### src/rtl/modem_cfg.svh
// Constants of the half-duplex modem channel controller.
// Assumes a 125 MHz system clock; included by the modules, not by the package.
`ifndef MODEM_CFG_SVH
`define MODEM_CFG_SVH

// ==========================================================================
// Timing
`define CLK_KHZ 125000
`define TICK_MS 20
`define CTS_WAIT_MS 1000
`define TICK_CYCLES (`TICK_MS * `CLK_KHZ)
`define CTS_WAIT_TICKS (`CTS_WAIT_MS / `TICK_MS)

// ==========================================================================
// Register byte offsets
`define REG_CTRL 8'h00
`define REG_NODE 8'h04
`define REG_DELAY 8'h08
`define REG_ACKTO 8'h0C
`define REG_STATUS 8'h10
`define REG_BAUD 8'h14

// ==========================================================================
// Reset values and codes
`define ACKTO_RST 8'h32
`define BAUD_RST 16'h0364
`define NODE_BCAST 8'hFF
`define CRC_POLY 16'hA001
`define CRC_INIT 16'h0000

`endif

### src/rtl/modem_pkg.sv
// Types shared by the modem channel controller and its helpers.
// Assumes modem_cfg.svh for all numeric constants.
package modem_pkg;

  // ========================================================================
  // Modes and states
  typedef enum logic [1:0] {LM_NONE, LM_FULL, LM_HALF} line_mode_t;
  typedef enum logic [2:0] {S_IDLE, S_SEND, S_CTSW, S_TX, S_OFF} hs_state_t;

  // ========================================================================
  // Control register layout, low bit first from mode upward.
  typedef struct packed {
    logic dup_en;
    logic multi;
    logic crc;
    logic par_even;
    line_mode_t mode;
  } ctrl_t;

  // ========================================================================
  // Carriers
  typedef struct packed {
    logic valid;
    logic par;
    logic [7:0] data;
  } rx_byte_t;

  typedef struct packed {
    logic valid;
    logic [7:0] dst;
    logic [7:0] src;
    logic [15:0] tns;
  } pkt_hdr_t;

  // ========================================================================
  // Whole state of the channel controller.
  typedef struct packed {
    hs_state_t st;
    ctrl_t ctrl;
    logic [7:0] node;
    logic [7:0] snd_dly;
    logic [7:0] off_dly;
    logic [7:0] ack_to;
    logic [15:0] baud;
    logic [7:0] cnt;
    logic [7:0] ack_cnt;
    logic ack_wait;
    logic wb_ack;
    logic [31:0] rdata;
    logic start;
    logic abort;
    logic tmo;
    logic rts;
    logic cts_m;
    logic cts_s;
  } chan_state_t;

endpackage : modem_pkg

### src/rtl/tick_gen.sv
// Prescaler that turns the system clock into delay ticks.
// Assumes restart_i comes from logic on the same clock.
`timescale 1ns/1ns
`include "modem_cfg.svh"
module tick_gen #(
  parameter int CYCLES = `TICK_CYCLES
)
(
  // Clock, reset and enable.
  input wire logic clk_i,
  input wire logic rst_n_i,
  input wire logic ce_i,
  // Phase control and tick.
  input wire logic restart_i,
  output logic tick_o
);
  localparam int W = $clog2(CYCLES + 1);

  typedef struct packed {
    logic [W-1:0] cnt;
    logic tick;
  } tick_state_t;

  tick_state_t r;
  tick_state_t n;

  // ========================================================================
  // Elaboration check
  if (CYCLES < 1)
  begin : g_bad
    $error("tick_gen needs at least one cycle per tick");
  end

  // ========================================================================
  // Counter
  // Restart zeroes the phase so a delay is measured from its own start.
  always_comb
  begin
    n = r;
    n.tick = 1'b0;
    if (restart_i)
      n.cnt = '0;
    else if (r.cnt == W'(CYCLES - 1))
    begin
      n.cnt = '0;
      n.tick = 1'b1;
    end
    else
      n.cnt = r.cnt + W'(1);
  end

  // State register; the enable freezes the phase.
  always_ff @(posedge clk_i)
  begin
    if (!rst_n_i)
      r <= '0;
    else if (ce_i)
      r <= n;
  end

  assign tick_o = r.tick;
endmodule : tick_gen

### src/rtl/packet_check.sv
// Parity, packet check value, address match and duplicate filter.
// Assumes byte and header strobes from a receiver on the same clock.
`timescale 1ns/1ns
`include "modem_cfg.svh"
module packet_check
  import modem_pkg::*;
(
  // Clock, reset and enable.
  input wire logic clk_i,
  input wire logic rst_n_i,
  input wire logic ce_i,
  // Settings.
  input wire logic par_even_i,
  input wire logic crc_sel_i,
  input wire logic dup_en_i,
  input wire logic [7:0] node_i,
  // Streams.
  input wire logic clear_i,
  input wire rx_byte_t byte_i,
  input wire pkt_hdr_t pkt_i,
  input wire logic [7:0] tx_data_i,
  // Results.
  output logic [15:0] check_o,
  output logic par_bit_o,
  output logic par_err_o,
  output logic hit_o,
  output logic exec_o,
  output logic dup_ack_o
);
  typedef struct packed {
    logic [7:0] sum;
    logic [15:0] crc;
    logic [15:0] check;
    logic [7:0] last_src;
    logic [15:0] last_tns;
    logic last_ok;
    logic par_bit;
    logic par_err;
    logic hit;
    logic exec;
    logic dup;
  } chk_state_t;

  chk_state_t r;
  chk_state_t n;
  logic match;
  logic same;

  // One byte through the reflected CRC.
  function automatic logic [15:0] crc_step(input logic [15:0] c,
                                           input logic [7:0] d);
    logic [15:0] v;
    v = c ^ {8'h00, d};
    for (int i = 0; i < 8; i++)
      v = v[0] ? ((v >> 1) ^ `CRC_POLY) : (v >> 1);
    return v;
  endfunction : crc_step

  assign match = pkt_i.valid &&
    (pkt_i.dst == node_i || pkt_i.dst == `NODE_BCAST);
  assign same = r.last_ok && pkt_i.src == r.last_src &&
    pkt_i.tns == r.last_tns;

  // ========================================================================
  // Next state
  // A clear and a byte in one cycle: the byte opens the new packet.
  always_comb
  begin
    n = r;
    n.hit = 1'b0;
    n.exec = 1'b0;
    n.dup = 1'b0;
    n.par_bit = par_even_i & (^tx_data_i);
    if (clear_i)
    begin
      n.sum = 8'h00;
      n.crc = `CRC_INIT;
      n.par_err = 1'b0;
    end
    if (byte_i.valid)
    begin
      n.sum = n.sum + byte_i.data;
      n.crc = crc_step(n.crc, byte_i.data);
      if (par_even_i && ((^byte_i.data) != byte_i.par))
        n.par_err = 1'b1;
    end
    n.check = crc_sel_i ? n.crc : {8'h00, 8'h00 - n.sum};
    if (match)
    begin
      n.hit = 1'b1;
      if (dup_en_i && same)
        n.dup = 1'b1;
      else
        n.exec = 1'b1;
      n.last_src = pkt_i.src;
      n.last_tns = pkt_i.tns;
      n.last_ok = 1'b1;
    end
  end

  // State register.
  always_ff @(posedge clk_i)
  begin
    if (!rst_n_i)
      r <= '0;
    else if (ce_i)
      r <= n;
  end

  assign check_o = r.check;
  assign par_bit_o = r.par_bit;
  assign par_err_o = r.par_err;
  assign hit_o = r.hit;
  assign exec_o = r.exec;
  assign dup_ack_o = r.dup;
endmodule : packet_check

### src/rtl/modem_chan_ctrl.sv
// Half-duplex modem channel controller with a classic Wishbone slave.
// Assumes a packet engine that starts on TX_START_O and reports the last
// character with TX_DONE_I, and a modem whose CTS is asynchronous.
//
// Design decisions made here: the register offsets and the Wishbone register port.
`timescale 1ns/1ns
`include "modem_cfg.svh"

module modem_chan_ctrl
  import modem_pkg::*;
#(
  parameter int TICK_CYCLES = `TICK_CYCLES
)
(
  // Clock, reset and enable.
  input wire logic CLK_I,
  input wire logic RST_N_I,
  input wire logic CE_I,
  // Wishbone slave.
  input wire logic CYC_I,
  input wire logic STB_I,
  input wire logic WE_I,
  input wire logic [7:0] ADR_I,
  input wire logic [3:0] SEL_I,
  input wire logic [31:0] DAT_I,
  output logic [31:0] DAT_O,
  output logic ACK_O,
  // Modem pins.
  input wire logic CTS_I,
  output logic RTS_O,
  // Transmit control.
  input wire logic TX_REQ_I,
  input wire logic TX_DONE_I,
  input wire logic [7:0] TX_DATA_I,
  output logic TX_START_O,
  output logic TX_ABORT_O,
  output logic TX_PAR_O,
  // Acknowledge and poll response timer.
  input wire logic ACK_WAIT_I,
  input wire logic RESP_I,
  output logic ACK_TIMEOUT_O,
  // Receive checking.
  input wire logic RX_CLEAR_I,
  input wire rx_byte_t RX_BYTE_I,
  input wire pkt_hdr_t RX_PKT_I,
  output logic [15:0] RX_CHECK_O,
  output logic RX_PAR_ERR_O,
  output logic RX_HIT_O,
  output logic RX_EXEC_O,
  output logic RX_DUP_ACK_O,
  // Settings seen by the framer and poll engine.
  output logic PAR_EN_O,
  output logic MULTI_MSG_O,
  output logic [15:0] BAUD_DIV_O
);
  localparam int CTS_TICKS = `CTS_WAIT_TICKS;

  chan_state_t r;
  chan_state_t n;
  logic hs_tick;
  logic ack_tick;
  logic hs_restart;
  logic ack_restart;
  logic [8:0] cnt_inc;
  logic [8:0] ack_inc;
  logic half;

  assign cnt_inc = {1'b0, r.cnt} + 9'h001;
  assign ack_inc = {1'b0, r.ack_cnt} + 9'h001;
  assign half = (r.ctrl.mode == LM_HALF);

  // ==========================================================================
  // Tick sources
  // Each timer has its own prescaler so one phase never steals a partial
  // tick from another.
  tick_gen #(
    .CYCLES(TICK_CYCLES)
  ) u_hs_tick (
    .clk_i(CLK_I),
    .rst_n_i(RST_N_I),
    .ce_i(CE_I),
    .restart_i(hs_restart),
    .tick_o(hs_tick)
  );

  tick_gen #(
    .CYCLES(TICK_CYCLES)
  ) u_ack_tick (
    .clk_i(CLK_I),
    .rst_n_i(RST_N_I),
    .ce_i(CE_I),
    .restart_i(ack_restart),
    .tick_o(ack_tick)
  );

  // The acknowledge prescaler idles at phase zero.
  assign ack_restart = ACK_WAIT_I || !r.ack_wait;

  // ==========================================================================
  // Receive checking
  packet_check u_check (
    .clk_i(CLK_I),
    .rst_n_i(RST_N_I),
    .ce_i(CE_I),
    .par_even_i(r.ctrl.par_even),
    .crc_sel_i(r.ctrl.crc),
    .dup_en_i(r.ctrl.dup_en),
    .node_i(r.node),
    .clear_i(RX_CLEAR_I),
    .byte_i(RX_BYTE_I),
    .pkt_i(RX_PKT_I),
    .tx_data_i(TX_DATA_I),
    .check_o(RX_CHECK_O),
    .par_bit_o(TX_PAR_O),
    .par_err_o(RX_PAR_ERR_O),
    .hit_o(RX_HIT_O),
    .exec_o(RX_EXEC_O),
    .dup_ack_o(RX_DUP_ACK_O)
  );

  // ==========================================================================
  // Next state
  always_comb
  begin
    n = r;
    n.start = 1'b0;
    n.abort = 1'b0;
    n.tmo = 1'b0;
    n.wb_ack = 1'b0;
    n.cts_m = CTS_I;
    n.cts_s = r.cts_m;

    // Bus slave: one wait state, unmapped reads return zero.
    if (CYC_I && STB_I && !r.wb_ack)
    begin
      n.wb_ack = 1'b1;
      n.rdata = 32'h0000_0000;
      case (ADR_I)
        `REG_CTRL:
        begin
          n.rdata = 32'(r.ctrl);
          if (WE_I && SEL_I[0])
            n.ctrl = ctrl_t'(DAT_I[$bits(ctrl_t)-1:0]);
        end
        `REG_NODE:
        begin
          n.rdata = 32'(r.node);
          if (WE_I && SEL_I[0] && DAT_I[7:0] != `NODE_BCAST)
            n.node = DAT_I[7:0];
        end
        `REG_DELAY:
        begin
          n.rdata = 32'({r.off_dly, r.snd_dly});
          if (WE_I && SEL_I[0])
            n.snd_dly = DAT_I[7:0];
          if (WE_I && SEL_I[1])
            n.off_dly = DAT_I[15:8];
        end
        `REG_ACKTO:
        begin
          n.rdata = 32'(r.ack_to);
          if (WE_I && SEL_I[0])
            n.ack_to = DAT_I[7:0];
        end
        `REG_BAUD:
        begin
          n.rdata = 32'(r.baud);
          if (WE_I && SEL_I[0])
            n.baud[7:0] = DAT_I[7:0];
          if (WE_I && SEL_I[1])
            n.baud[15:8] = DAT_I[15:8];
        end
        `REG_STATUS:
          n.rdata = 32'({r.ack_wait, r.rts, r.cts_s, r.st});
        default:
          n.rdata = 32'h0000_0000;
      endcase
    end

    // Handshake sequencer.
    case (r.st)
      S_IDLE:
        if (TX_REQ_I && !r.abort) // Requester drops only after the abort.
        begin
          case (r.ctrl.mode)
            LM_HALF:
              // Delays only exist in this mode.
              n.st = (r.snd_dly == 8'h00) ? S_CTSW : S_SEND;
            LM_FULL:
              if (r.cts_s)
              begin
                n.st = S_TX;
                n.start = 1'b1;
              end
            default:
            begin
              n.st = S_TX;
              n.start = 1'b1;
            end
          endcase
        end
      S_SEND:
        if (hs_tick)
        begin
          if (cnt_inc >= {1'b0, r.snd_dly})
            n.st = S_CTSW;
          else
            n.cnt = cnt_inc[7:0];
        end
      S_CTSW:
        if (r.cts_s)
        begin
          n.st = S_TX;
          n.start = 1'b1;
        end
        else if (hs_tick)
        begin
          if (cnt_inc >= 9'(CTS_TICKS))
          begin
            n.st = S_IDLE;
            n.abort = 1'b1;
          end
          else
            n.cnt = cnt_inc[7:0];
        end
      S_TX:
        if (TX_DONE_I)
          n.st = (half && r.off_dly != 8'h00) ? S_OFF : S_IDLE;
      S_OFF:
        if (hs_tick)
        begin
          if (cnt_inc >= {1'b0, r.off_dly})
            n.st = S_IDLE;
          else
            n.cnt = cnt_inc[7:0];
        end
      default:
        n.st = S_IDLE;
    endcase

    // Every phase change starts its delay from zero.
    if (n.st != r.st)
      n.cnt = 8'h00;
    hs_restart = (n.st != r.st) || (r.st == S_IDLE);

    // RTS follows the mode that will be in force next cycle.
    case (n.ctrl.mode)
      LM_FULL:
        n.rts = 1'b1;
      LM_HALF:
        n.rts = (n.st != S_IDLE);
      default:
        n.rts = 1'b0;
    endcase

    // Acknowledge or poll response timer; a new start wins over a reply.
    if (ACK_WAIT_I)
    begin
      n.ack_wait = 1'b1;
      n.ack_cnt = 8'h00;
    end
    else if (r.ack_wait)
    begin
      if (RESP_I)
        n.ack_wait = 1'b0;
      else if (ack_tick)
      begin
        if (ack_inc >= {1'b0, r.ack_to})
        begin
          n.tmo = 1'b1;
          n.ack_wait = 1'b0;
        end
        else
          n.ack_cnt = ack_inc[7:0];
      end
    end
  end

  // State register; the enable freezes everything.
  always_ff @(posedge CLK_I)
  begin
    if (!RST_N_I)
    begin
      r <= '0;
      r.ack_to <= `ACKTO_RST;
      r.baud <= `BAUD_RST;
    end
    else if (CE_I)
      r <= n;
  end

  // ==========================================================================
  // Outputs
  assign DAT_O = r.rdata;
  assign ACK_O = r.wb_ack;
  assign RTS_O = r.rts;
  assign TX_START_O = r.start;
  assign TX_ABORT_O = r.abort;
  assign ACK_TIMEOUT_O = r.tmo;
  assign PAR_EN_O = r.ctrl.par_even;
  assign MULTI_MSG_O = r.ctrl.multi;
  assign BAUD_DIV_O = r.baud;
endmodule : modem_chan_ctrl

### config.mk
export PLATFORM = sky130hd
export DESIGN_NAME = modem_chan_ctrl
export DESIGN_NICKNAME = d
export VERILOG_FILES = /design/src/rtl/modem_pkg.sv /design/src/rtl/tick_gen.sv /design/src/rtl/packet_check.sv /design/src/rtl/modem_chan_ctrl.sv
export VERILOG_INCLUDE_DIRS = /design/src /design/src/rtl
export SDC_FILE = /design/constraint.sdc
export NUM_CORES = 1
export LEC_CHECK = 0
export ABC_AREA = 1
export BUFFER_PORTS_ARGS = -buffer_cell sky130_fd_sc_hd__buf_4
export CAP_MARGIN = 5
export CORE_MARGIN = 5
export CORE_UTILIZATION = 30
export DETAILED_ROUTE_END_ITERATION = 12
export SYNTH_ARGS = -nofsm -noshare
export SYNTH_HDL_FRONTEND = slang
export SYNTH_SLANG_ARGS = --single-unit
### constraint.sdc
create_clock -name CLK_I -period 7.2 [get_ports CLK_I]
set_clock_uncertainty 0.15 [all_clocks]
set_input_delay 1.44 -clock CLK_I [delete_from_list [all_inputs] [get_ports CLK_I]]
set_output_delay 1.44 -clock CLK_I [all_outputs]
set_load 0.03 [all_outputs]
==> out/summary.md, run 1 <==
The run finished with clean final reports. The total area inside the core boundary comes to 40900 sq um. The average size of a mapped cell works out to 6.91 sq um.

Setup repair after global routing left no endpoint under its margin. The cell sitting at the root of the clock tree is a sky130_fd_sc_hd__clkbuf_16. Counting every instance in the synthesized netlist gives 1804. The number of flip-flops and latches in the synthesized netlist is 213, and the number of enable-type register cells in the synthesized netlist is 0.

Routability-driven placement finished with a final weighted congestion of 0.896. After clock tree synthesis, the setup repair step added 0 buffers. For the latest clock arrival within the worst-skew pair, the log shows 0.55 ns. At the worst endpoint, the required time is 7.53 ns. For this run, the slowest stage of the critical path takes 0.97 ns. The most used flip-flop cell after synthesis is sky130_fd_sc_hd__dfxtp_1. The number of antenna diodes in the final layout is 0. For the sequential area share after synthesis, the log shows 34.2%.

Summing all multi-input logic gate instances after layout gives 6560 sq um. The main combinational cell family by area after synthesis was simple AND/OR/NAND/NOR gates. After global routing the overflow that remains totals 0. TritonCTS built the clock tree. Final hold analysis gives a worst-case slack of 0.314 ns.

After detailed routing, the average wire length per cell comes to 14.3 um. The signal on the critical path passes through buf_4, clkinv_2, buf_4, nor2_1, o21ai_0, inv_1. After synthesis, the share of flip-flops with an asynchronous set or reset is 0%. For the max-slew violation count, the log shows 0. For this run, the top clock speed supported by timing is 261 MHz.

The distinct cell type count after synthesis was 57; the total via count after detailed routing was 11600. Measured against the total synthesized area, the mux share comes to 0%. Clock tree synthesis inserted a total of 25 buffers. The worst setup path is captured at a flip-flop. The highest fanout seen on the critical path was 85; the number of iterations in the first detailed-routing pass was 6. The tools report the final number of hold-violating endpoints as 0. The min-delay analysis places its worst path in the category flip-flop to flip-flop. The signed area change from the synthesized netlist to the final layout works out to 15.3%. Leaving out fill and tap cells, the most frequent cell in the layout is sky130_fd_sc_hd__nand2_1. The number of design rule violations left after detail routing was 0; the fraction of the mapped netlist area in compound gates was 17.1%.

For the total number of H-tree levels, the log shows 1. For this design, the slowest cell found on the critical path is sky130_fd_sc_hd__clkinv_2. The logs give 89 for the maximum number of pins on one net before global-route repair and 213 for the count of clock tree sinks. The initial antenna violation count was 0; the post-detailed-placement half-perimeter wirelength was 24.8 mm.

Across every metal layer, demand over resource in global routing totals 14.4%. Summing all flip-flop and latch instances after layout gives 4260 sq um. The height of the die was 214 um; the port buffer count was 148. For this design, the CTS-stage hold fixing added 0 buffers. The overall power of the completed layout came out at 2.94 mW.

VDD sags by at most 0.153 mV. Wire length reported by the detailed router: 34.4 mm. The worst slew margin relative to its limit was 34.7%; the final worst-path cycle share was 53.3%. The critical path startpoint category is an input port. Number of buffers between clock root and the deepest sink: 3. The number of nets at the end of the flow was 2008; the standard-cell row count was 74. The transition time at the pin with the least slew margin is 0.980 ns, and the routed metal-1 wirelength is 15.8 mm. The first global-routing pass estimated 55.2 mm of wire.

After Yosys synthesis, and, or, nand and nor cells account for 25.2% of the synthesized area. Summing the areas of all fa, ha and maj instances in the mapped netlist gives 4.08% of the synthesized area. The netlist area before placement is 12500 sq um. The highest metal layer carrying signal wires in the routed design is met4. The die is 214 um wide. In the detailed route, the total length drawn on met3 is 2.29 mm. The top cell types in the final layout, fill and taps aside, are sky130_fd_sc_hd__nand2_1 (328), sky130_fd_sc_hd__inv_1 (234), sky130_fd_sc_hd__dfxtp_1 (213), sky130_fd_sc_hd__a21oi_1 (171), sky130_fd_sc_hd__buf_4 (153).

In this run the power density over the cells is 205 nW/um^2. Pin placement for this block handled 183 I/O pins. The tools report the number of violations reported at the end of detailed-routing iteration 0 as 707. The count of endpoints failing setup in the final report is 0. After routing, the total negative slack on setup checks comes to 0 ns. The worst path arrival time is 4.16 ns, and the starting density of the core is 30.5%.

Summing the areas of all xor and xnor instances in the mapped netlist gives 5.75% of the synthesized area. In this design, the critical path's most frequently occurring cell is sky130_fd_sc_hd__buf_4. The register clock-pin slew on the reported worst setup and hold paths is 0.06 ns, and the total of warnings raised by yosys is 0.

The tools report the fill cell instance count of the final layout as 4382. The run gives 45700 sq um as the total die area. The critical path is of the input port to flip-flop type. The post-route netlist has 11.7% of its cells at a drive strength greater than 1. The number of nets still failing antenna checks after routing was 0. For the finished layout, the period the worst path requires is 3.84 ns.

The vias per cell is 4.83, and the met2 routed wirelength is 15.8 mm. The number of resized instances in the post-cts repair step came out at 0. Max-cap violations in this run came to 0. The analysis attributes to cell leakage a power of 6.03 nW. The via count of the first global-routing pass is 10800.
Yosys cell counts (13+ instances only):
library cell | instances | area [sq um]
sky130_fd_sc_hd__nand2_1 | 328 | 1230
sky130_fd_sc_hd__inv_1 | 235 | 882
sky130_fd_sc_hd__dfxtp_1 | 213 | 4260
sky130_fd_sc_hd__a21oi_1 | 171 | 856
sky130_fd_sc_hd__nor2_1 | 149 | 559
sky130_fd_sc_hd__o21ai_0 | 122 | 611
sky130_fd_sc_hd__nand3_1 | 83 | 415
sky130_fd_sc_hd__buf_4 | 68 | 510
sky130_fd_sc_hd__clkbuf_1 | 58 | 218
sky130_fd_sc_hd__nand4_1 | 55 | 344
sky130_fd_sc_hd__xnor2_1 | 41 | 359
sky130_fd_sc_hd__ha_1 | 39 | 488
sky130_fd_sc_hd__xor2_1 | 39 | 342
sky130_fd_sc_hd__nor3_1 | 38 | 190
sky130_fd_sc_hd__o22ai_1 | 26 | 163
sky130_fd_sc_hd__o211ai_1 | 17 | 128
sky130_fd_sc_hd__a211oi_1 | 13 | 97.6
sky130_fd_sc_hd__nor4_1 | 13 | 81.3
per-layer routing:
layer	up-vias	GRT usage, %
li1	6000	-
met1	5312	19.4
met2	277	24.0
met3	43	2.62
met4	0	3.57
met5	-	0
sequential cells by signal, summed over array words and instances (netlist names), 16 cells and up:
| signal | count |
|---|---|
| r | 57 |
| u_check.r | 49 |
| DAT_O | 16 |
| u_hs_tick.r | 22 |
| u_check.check_o | 16 |
| BAUD_DIV_O | 16 |
| u_ack_tick.r | 22 |
kinds of logic after synthesis:
kind of cell    after synthesis
compound gates              383
buf+inv                     382
fa+ha+maj                    40
other cells                   1
xor+xnor                     81
flops                       213
simple gates                704
stage by stage:
| step | utilization [%] | setup slack (ns) | area, sq um | std cells |
|---|---|---|---|---|
| after floorplan | - | 3.55 | 12500 | 1819 |
| after global placement | 33.1 | 2.81 | 13600 | 2366 |
| after detailed placement | 33.1 | 2.78 | 13600 | 2366 |
| after CTS | 35.1 | 3.37 | 14400 | 2410 |
| after global routing | 35.1 | 3.08 | 14400 | 2410 |
| final | 35.1 | 3.36 | 14400 | 2410 |
report_power, final:
part           internal [mW]  total [mW]  switching (mW)  leakage [nW]
registers               1.20        1.23          0.0211          1.73
clock network          0.761        1.29           0.525         0.396
logic                  0.151       0.429           0.279          3.91
total                   2.12        2.94           0.824          6.03
final cells by class:
type	count	share of cell area, %
Clock buffer	33	4.63
Tap cell	532	4.63
Clock inverter	11	1.05
Sequential cell	213	29.7
Multi-Input combinational cell	1224	45.6
Timing Repair Buffer	153	7.99
Inverter	244	6.39
critical path, delay by kind of cell:
kind / cells / cell delay, ns
AND/OR/NAND/NOR: 1 / 0.18
buffers and inverters: 4 / 2.38
AO/OA/AOI/OAI: 1 / 0.09
final timing paths:
check	from	slack (ns)	cells past startpoint	endpoint
worst min-delay path	u_check.check_o[4]$_SDFFE_PN0P_	0.31	2	u_check.check_o[4]$_SDFFE_PN0P_
worst max register to register	r[48]$_SDFFE_PN0P_	3.62	20	r[49]$_SDFFE_PN0P_
worst min register to register	u_check.check_o[4]$_SDFFE_PN0P_	0.31	2	u_check.check_o[4]$_SDFFE_PN0P_
worst max-delay path	RST_N_I	3.36	6	u_check.r[52]$_SDFFE_PN0P_
Note: power is estimated with default switching activity, not from simulation.
==> run 2: changes to the inputs <==
- clock period: 7.2 -> 3.7 ns (I/O delays scaled with it)
==> run 2 against run 1 <==
- final area is 1.2% higher
- count of clock-buffer cells in the layout stayed put
- register-to-register slack worse by 3.1 ns
- via count is 0.23% lower
- hold slack worse by 0.039 ns
- routed wire length is 0.31% higher
- sequential power is 94% higher
- first-iteration DRC count is 6.8% lower
- largest cell class unchanged
==> out/summary.md, run 2 (same netlist as run 1, synthesis figures left out) <==
Using the TritonRoute via totals, the vias-per-cell ratio works out to 4.78. Routability-driven placement congestion ratio: 0.871. The library cells used most frequently in the layout, excluding fill and tap cells, are sky130_fd_sc_hd__nand2_1 (328), sky130_fd_sc_hd__inv_1 (234), sky130_fd_sc_hd__dfxtp_1 (213), sky130_fd_sc_hd__a21oi_1 (171), sky130_fd_sc_hd__buf_4 (171). Fill cell instance count of the final layout: 4335. The number of buffers between clock root and the deepest sink was 3.

The tools report the final number of hold-violating endpoints as 0. The tightest min-delay check is of the input port to flip-flop type. The first global-routing pass estimated 56.1 mm of wire.

Highest achievable clock rate: 312 MHz. Count of clock tree sinks: 213. Summed over all layers, the global routing overflow is 0.

In the final layout, the registers with the most flip-flops are r x57, u_check.r x49. Leaving out fill and tap cells, the most frequent cell in the layout is sky130_fd_sc_hd__nand2_1. Headroom to the max-slew limit came out at 49.6%.

The minimum hold slack is 0.275 ns. The logs give 14.7% for the total routing usage reported by global routing and 2027 for the number of nets at the end of the flow. The detailed router put a total of 16.0 mm of wire on met1. The port buffer count came out at 148. Height of the die: 214 um.

After routing the design area is 14500 sq um. The number of violations reported at the end of detailed-routing iteration 0 is 659. Once placement completed, the tool counted placed cells totaling 2382. The run finished with clean final reports. The signed area change from the synthesized netlist to the final layout was 16.6%. Wire segments on met2 add up to 15.8 mm in the final route. The worst path in the final design needs a cycle of 3.20 ns, including I/O delays and setup.

Power spread over the standard cell area amounts to 397 nW/um^2. The routed design uses 2.22 mm of met3 wire. The first detailed-routing pass ran for 7 iterations. TritonCTS built the clock tree. Along the worst path, the maximum fanout reaches 8. The logs give 183 for the I/O pin total and 0 for the initial antenna violation count. For the pin with the worst max-slew slack, the measured transition is 0.756 ns.

The cell at the root of the clock tree is sky130_fd_sc_hd__clkbuf_16. Buffers inserted during clock tree synthesis total 26. r holds more flip-flops than any other register. Type of destination of the critical path: a flip-flop. The worst setup path is launched from a flip-flop.

After legalization and detailed placement, the total HPWL measured 25.5 mm. The die covers 45700 sq um. The finished layout holds 2428 standard cells, fillers aside. Of the cells placed in the final design, the portion with a size suffix greater than 1 is 12.8%. The leakage power figure is 6.14 nW. The tools report the peak supply drop as 0.283 mV. After detailed routing, no signal wire sits above met4.

For the number of nets still failing antenna checks after routing, the log shows 0. Count of maximum capacitance violations: 0. Setup repair after global routing left no endpoint under its margin.

The routed wire length per instance was 14.2 um; the antenna diode instance count was 0. The tools report the count of endpoints failing setup in the final report as 0. Summed over all failing endpoints, the final setup total negative slack is 0 ns.

The core region is 40900 sq um. Buffers inserted to repair hold after CTS numbered 0. The x dimension of the die was 214 um.

Row generation in the floorplan step produced 74 rows. The logs give 1 for the total number of H-tree levels and 34.5 mm for the wire length reported by the detailed router. Clock-pin slew was measured on the worst setup and hold paths at 0.06 ns.

The critical path class was flip-flop to flip-flop. The final worst-path cycle share was 86.6%. The run gives 11000 as the via count of the first global-routing pass. The latest clock arrival within the worst-skew pair is 0.55 ns, and the number of design rule violations left after detail routing is 0. For this run, the share of the core covered by cells in the final layout is 35.5%. The logs give 3.51 ns for the worst path arrival time and 4.01 ns for the critical path required time.

The run gives 13700 sq um as the placed standard-cell area. The total via count after detailed routing is 11600, and the maximum number of pins on one net before global-route repair is 62. The run gives 0 as the max-slew violation count. The register with the most flip-flops in the layout has 57 of them.

Once the floorplan was initialized, standard cells occupied 30.5% of the core.
run 2: cell count changes in the layout (fill, tap and decap cells not counted), sizes merged:
| cell | delta |
|---|---|
| buf | +18 |
| inv | -1 |
| clkinv | +3 |
| clkinvlp | -1 |
| bufinv | -1 |
run 2: final timing paths:
path / startpoint / endpoint / slack [ns] / depth (start not counted)
hold reg to reg: DAT_O[10]$_SDFFE_PN0P_ / DAT_O[10]$_SDFFE_PN0P_ / 0.31 / 2
setup / recovery: r[49]$_SDFFE_PN0P_ / u_hs_tick.r[6]$_SDFFE_PN0P_ / 0.50 / 22
hold / removal: DAT_I[9] / BAUD_DIV_O[9]$_SDFFE_PN1P_ / 0.28 / 3
setup reg to reg: r[49]$_SDFFE_PN0P_ / u_hs_tick.r[6]$_SDFFE_PN0P_ / 0.50 / 22
run 2: repair_timing:
action                     in CTS  in global routing
setup endpoints to repair       0                  1
resized for setup               0                  0
buffers inserted                0                  2
run 2: per-stage QoR:
| step | worst slack [ns] | total power [mW] |
|---|---|---|
| 3_3_place_gp | 0.400 | 3.27 |
| 6_report | 0.497 | 5.76 |
| 3_5_place_dp | 0.396 | 3.28 |
| 4_1_cts | 0.383 | 5.82 |
| 5_1_grt | 0.0885 | 6.05 |
| 2_1_floorplan | 0.745 | 3.05 |
run 2: layout make-up:
type	count	area (sq um)	share of cell area (%)
Inverter	244	918	6.32
Clock inverter	11	133	0.912
Timing Repair Buffer	171	1280	8.83
Multi-Input combinational cell	1224	6560	45.1
Tap cell	532	666	4.58
Clock buffer	33	717	4.93
Sequential cell	213	4260	29.3
run 2: power breakdown:
| group | switching [mW] | leakage [nW] | internal (mW) |
|---|---|---|---|
| registers | 0.0424 | 1.73 | 2.34 |
| clock network | 1.02 | 0.420 | 1.51 |
| logic | 0.547 | 4.00 | 0.309 |
run 2: routing by layer:
layer  track usage (%)  vias to the layer above
li1                  -                     6028
met1              19.6                     5308
met2              24.7                      232
met3              2.93                       37
met4              2.94                        0
met5                 0                        -
run 2: worst max-delay path, cell delays in order, from the launching register on:
cell	delay, ns
sky130_fd_sc_hd__dfxtp_1	0.42
sky130_fd_sc_hd__ha_1	0.27
sky130_fd_sc_hd__nand3_2	0.12
sky130_fd_sc_hd__nand2_1	0.10
sky130_fd_sc_hd__nand2_2	0.10
sky130_fd_sc_hd__ha_1	0.31
sky130_fd_sc_hd__nand2_1	0.07
sky130_fd_sc_hd__nor2_1	0.10
sky130_fd_sc_hd__nand2_1	0.05
sky130_fd_sc_hd__nand3_1	0.06
sky130_fd_sc_hd__nand2_1	0.05
sky130_fd_sc_hd__nand3_1	0.06
sky130_fd_sc_hd__nand2_1	0.05
sky130_fd_sc_hd__nand2_1	0.10
sky130_fd_sc_hd__nand2_1	0.07
sky130_fd_sc_hd__nand2_1	0.08
sky130_fd_sc_hd__nand2_1	0.09
sky130_fd_sc_hd__nand2_1	0.14
sky130_fd_sc_hd__nand3_4	0.11
sky130_fd_sc_hd__nor2_8	0.19
sky130_fd_sc_hd__buf_4	0.20
sky130_fd_sc_hd__nand4_1	0.09
sky130_fd_sc_hd__a21oi_1	0.15
==> run 3: changes to the inputs <==
- CORE_ASPECT_RATIO: unset -> 0.75
- SYNTH_HIERARCHICAL: unset -> 1
==> run 3 against run 2 <==
- worst setup slack worse by 0.13 ns
- flip-flop and latch count stayed put
- hold slack better by 0.0026 ns
- fmax is 3.8% lower
- global-route usage is 1.3 points higher
- final area is 6.4% higher
- count of clock-buffer cells in the layout up 2
- largest cell class unchanged
- largest power group unchanged
- routed wire length grew 16%
- critical path depth is 1 higher
- clock power up 17%
- synthesized cell count up 9.1%
==> out/summary.md, run 3 <==
For the number of resized instances in the post-cts repair step, the log shows 0. More flip-flops sit in one register than any other, and that register is r. Power spread over the standard cell area amounts to 401 nW/um^2. Data arrives at the worst endpoint at 3.63 ns. The logs give 300 MHz for the highest achievable clock rate and 30.2 mm for the post-detailed-placement half-perimeter wirelength.

Of the available clock period, the critical path in the final layout requires 90.0%. The die covers 48400 sq um. The critical path is of the flip-flop to flip-flop type. In this run, post-CTS hold repair placed 0 buffers. Path category of the worst min-delay check: input port to flip-flop. In this run the register-to-register setup slack is 0.37 ns. The clock net in this run drives a total of 213 sinks. The async set or reset register ratio after synthesis was 0%.

During synthesis, Yosys emitted a total of 6 warnings. For this run, the total global-route usage over all layers was measured as 15.9%. The main combinational cell family by area after synthesis is simple AND/OR/NAND/NOR gates.

The startpoint identified for the worst hold timing path is CTS_I. Once placement finished, the instance area stood at 14400 sq um. The height of the die is 192 um, and the total number of H-tree levels is 1. Cell at the root of the clock tree: sky130_fd_sc_hd__clkbuf_16. The flow ran to the end, and the final reports show no timing, DRC or antenna violations. The starting density of the core came out at 30.4%. Buffers inserted during clock tree synthesis total 26. In this run the mean area of a mapped cell was 6.71 sq um. The simple logic cell fraction of the synthesized area was 30.9%; the transition time at the pin with the least slew margin was 0.942 ns. The tools report the number of nets still failing antenna checks after routing as 0. Counting flops with a built-in enable in the synthesized netlist gives 0. The count of endpoints failing setup in the final report is 0, and the fraction of the mapped netlist area in compound gates is 16.3%. In the detailed route, the total length drawn on met3 is 3.11 mm.

The tool flagged a number of max-cap violations equal to 0. The I/O pin total is 183, and the number of flip-flops and latches in the synthesized netlist is 213. The total via count after detailed routing is 12800, and the final global-route overflow total is 0. The logs give 39.8 mm for the wire length reported by the detailed router and 58 for the distinct cell type count after synthesis.

From synthesis to final layout, the design area changed by 17.0%. TritonCTS built the clock tree. The first routing iteration left 987 violations. The most used flip-flop cell after synthesis is sky130_fd_sc_hd__dfxtp_1. The clock passes through at most 3 buffers. The number of nets at the end of the flow came out at 2199.

The run gives 63.4 mm as the global-route wire length before repair. The analysis attributes to cell leakage a power of 6.70 nW. The latest clock arrival within the worst-skew pair is 0.54 ns, and the max-slew violation count is 0.

For the finished layout, the period the worst path requires is 3.33 ns. Of all cell types, the one taking the most synthesized area is sky130_fd_sc_hd__dfxtp_1. The first detailed-routing pass ran for 5 iterations.

In the final routing, the length of wire on met1 measures 19.6 mm. The most critical setup path has its startpoint at r[49]$_SDFFE_PN0P_. Critical path startpoint category: a flip-flop. The fraction of layout cells with a size suffix above 1 was 16.3%; the number of design rule violations left after detail routing was 0. In this run the standard cell core region covers 43400 sq um. In this run the critical register-to-register path is launched from r[49]$_SDFFE_PN0P_.

The routability-driven placement congestion ratio is 0.908, and the mux share of post-synthesis cell area is 0%. The worst slew margin relative to its limit is 36.8%, and the netlist area before placement is 13200 sq um. The port buffer count is 148.

The total setup buffers inserted after CTS was 0; the post-synthesis share of cell area spent on xor and xnor gates was 3.31%. The vias per cell works out to 4.83. The run gives 66 as the standard-cell row count. Setup repair after global routing left no endpoint under its margin. The run gives 1969 as the synthesized netlist cell count. Ranked by instance count, the synthesized netlist is headed by sky130_fd_sc_hd__nand2_1 (437), sky130_fd_sc_hd__inv_1 (239), sky130_fd_sc_hd__dfxtp_1 (213). The critical path required time was 4.01 ns; the final number of hold-violating endpoints was 0. The largest registers in the layout are r x57, u_check/r x49.

The floorplan step set the die width to 252 um. Entering global routing, the biggest net connects 94 pins. The highest fanout seen on the critical path is 9. The most frequent standard cell in the layout excluding fill and tap cells was sky130_fd_sc_hd__nand2_1. The via count of the first global-routing pass was 11800; the adder and majority cell fraction of the synthesized area was 3.65%. The highest layer touched by signal routing is met5. The routed wire length per instance is 15.0 um.

Once layout is done, the placed cells without fillers occupy 15500 sq um. Sequential area share after synthesis: 32.3%. The worst setup path is captured at a flip-flop. The register clock-pin slew on the reported worst setup and hold paths was 0.06 ns. In the layout the commonest cells are sky130_fd_sc_hd__nand2_1 (437), sky130_fd_sc_hd__inv_1 (239), sky130_fd_sc_hd__dfxtp_1 (212), sky130_fd_sc_hd__nor2_1 (186), sky130_fd_sc_hd__buf_4 (167).

Adding up every negative setup slack in the final design gives 0 ns. Ranked by total cell area, the synthesized netlist is headed by sky130_fd_sc_hd__dfxtp_1 (32%), sky130_fd_sc_hd__nand2_1 (12%), sky130_fd_sc_hd__inv_1 (6.8%). Initial antenna violation count: 3. VDD sags by at most 0.296 mV. The area fraction of the dominant cell type after synthesis came out at 32.3%.

Wire segments on met2 add up to 16.3 mm in the final route. The most common cell in the synthesized netlist is sky130_fd_sc_hd__nand2_1. The flip-flop count of the largest register after layout was 57.
run 3: cell count changes after synthesis, moves of 19 or more:
cell,before,now
sky130_fd_sc_hd__nand2_2,3,39
sky130_fd_sc_hd__nor2_1,149,186
sky130_fd_sc_hd__clkbuf_1,58,31
sky130_fd_sc_hd__xor2_1,39,20
sky130_fd_sc_hd__nand4_1,55,26
sky130_fd_sc_hd__nand3_1,83,114
sky130_fd_sc_hd__o21ai_0,122,145
sky130_fd_sc_hd__nand2_1,328,437
run 3: metal layers:
layer	vias to the layer above	global-route usage, %
met5	-	0
met4	4	3.28
met3	52	3.86
met2	396	23.6
met1	5867	23.5
li1	6492	-
run 3: report_power, final:
group	total (mW)	switching [mW]	internal (mW)
clock network	2.94	1.07	1.87
logic	0.869	0.558	0.311
registers	2.39	0.0473	2.34
run 3: kinds of logic after synthesis:
logic type,count (synthesis)
flops,213
other cells,1
simple gates,899
xor+xnor,47
fa+ha+maj,38
compound gates,386
buf+inv,385
run 3: path summary, 6_finish.rpt:
kind                                  end  depth (start not counted)
min reg2reg  u_hs_tick/r[22]$_SDFFE_PN0P_                          2
min                     n[0]$_SDFFE_PN0P_                          3
max reg2reg  u_hs_tick/r[18]$_SDFFE_PN0P_                         23
max          u_hs_tick/r[18]$_SDFFE_PN0P_                         23
run 3: worst max-delay path, cell delays in order, from the launching register on:
cell                      delay, ns
sky130_fd_sc_hd__dfxtp_2       0.38
sky130_fd_sc_hd__ha_2          0.23
sky130_fd_sc_hd__nand3_2       0.13
sky130_fd_sc_hd__xor2_4        0.23
sky130_fd_sc_hd__ha_1          0.28
sky130_fd_sc_hd__nand2_1       0.09
sky130_fd_sc_hd__nor2_1        0.06
sky130_fd_sc_hd__nor2_1        0.08
sky130_fd_sc_hd__nand3_1       0.08
sky130_fd_sc_hd__nand2_1       0.06
sky130_fd_sc_hd__nand3_1       0.06
sky130_fd_sc_hd__nand2_1       0.07
sky130_fd_sc_hd__nand2_1       0.08
sky130_fd_sc_hd__nand2_1       0.07
sky130_fd_sc_hd__nand3_1       0.10
sky130_fd_sc_hd__nand2_2       0.10
sky130_fd_sc_hd__inv_1         0.05
sky130_fd_sc_hd__nor2_2        0.11
sky130_fd_sc_hd__nand3_1       0.16
sky130_fd_sc_hd__nor2_1        0.17
sky130_fd_sc_hd__nand2_1       0.10
sky130_fd_sc_hd__inv_2         0.15
sky130_fd_sc_hd__o21ai_0       0.12
sky130_fd_sc_hd__a21oi_1       0.14
run 3: final cells by class:
| class | instances | area (sq um) |
|---|---|---|
| Fill cell | 4667 | 28000 |
| Multi-Input combinational cell | 1386 | 7230 |
| Sequential cell | 213 | 4270 |
| Timing Repair Buffer | 168 | 1270 |
| Inverter | 259 | 975 |
| Clock buffer | 35 | 766 |
| Tap cell | 578 | 723 |
| Clock inverter | 13 | 234 |
| Antenna cell | 1 | 2.50 |
run 3: metrics by stage:
stage / std cells / hold slack, ns / util (%) / setup WS, ns / power (mW)
final: 2653 / 0.278 / 35.6 / 0.371 / 6.21
after global routing: 2653 / 0.271 / 35.6 / 0.0606 / 6.48
after CTS: 2652 / 0.248 / 35.6 / 0.221 / 6.28
after detailed placement: 2604 / 0.308 / 33.3 / 0.253 / 3.30
after global placement: 2604 / 0.298 / 33.3 / 0.339 / 3.29
after floorplan: 1984 / 0.289 / - / 0.701 / 3.07
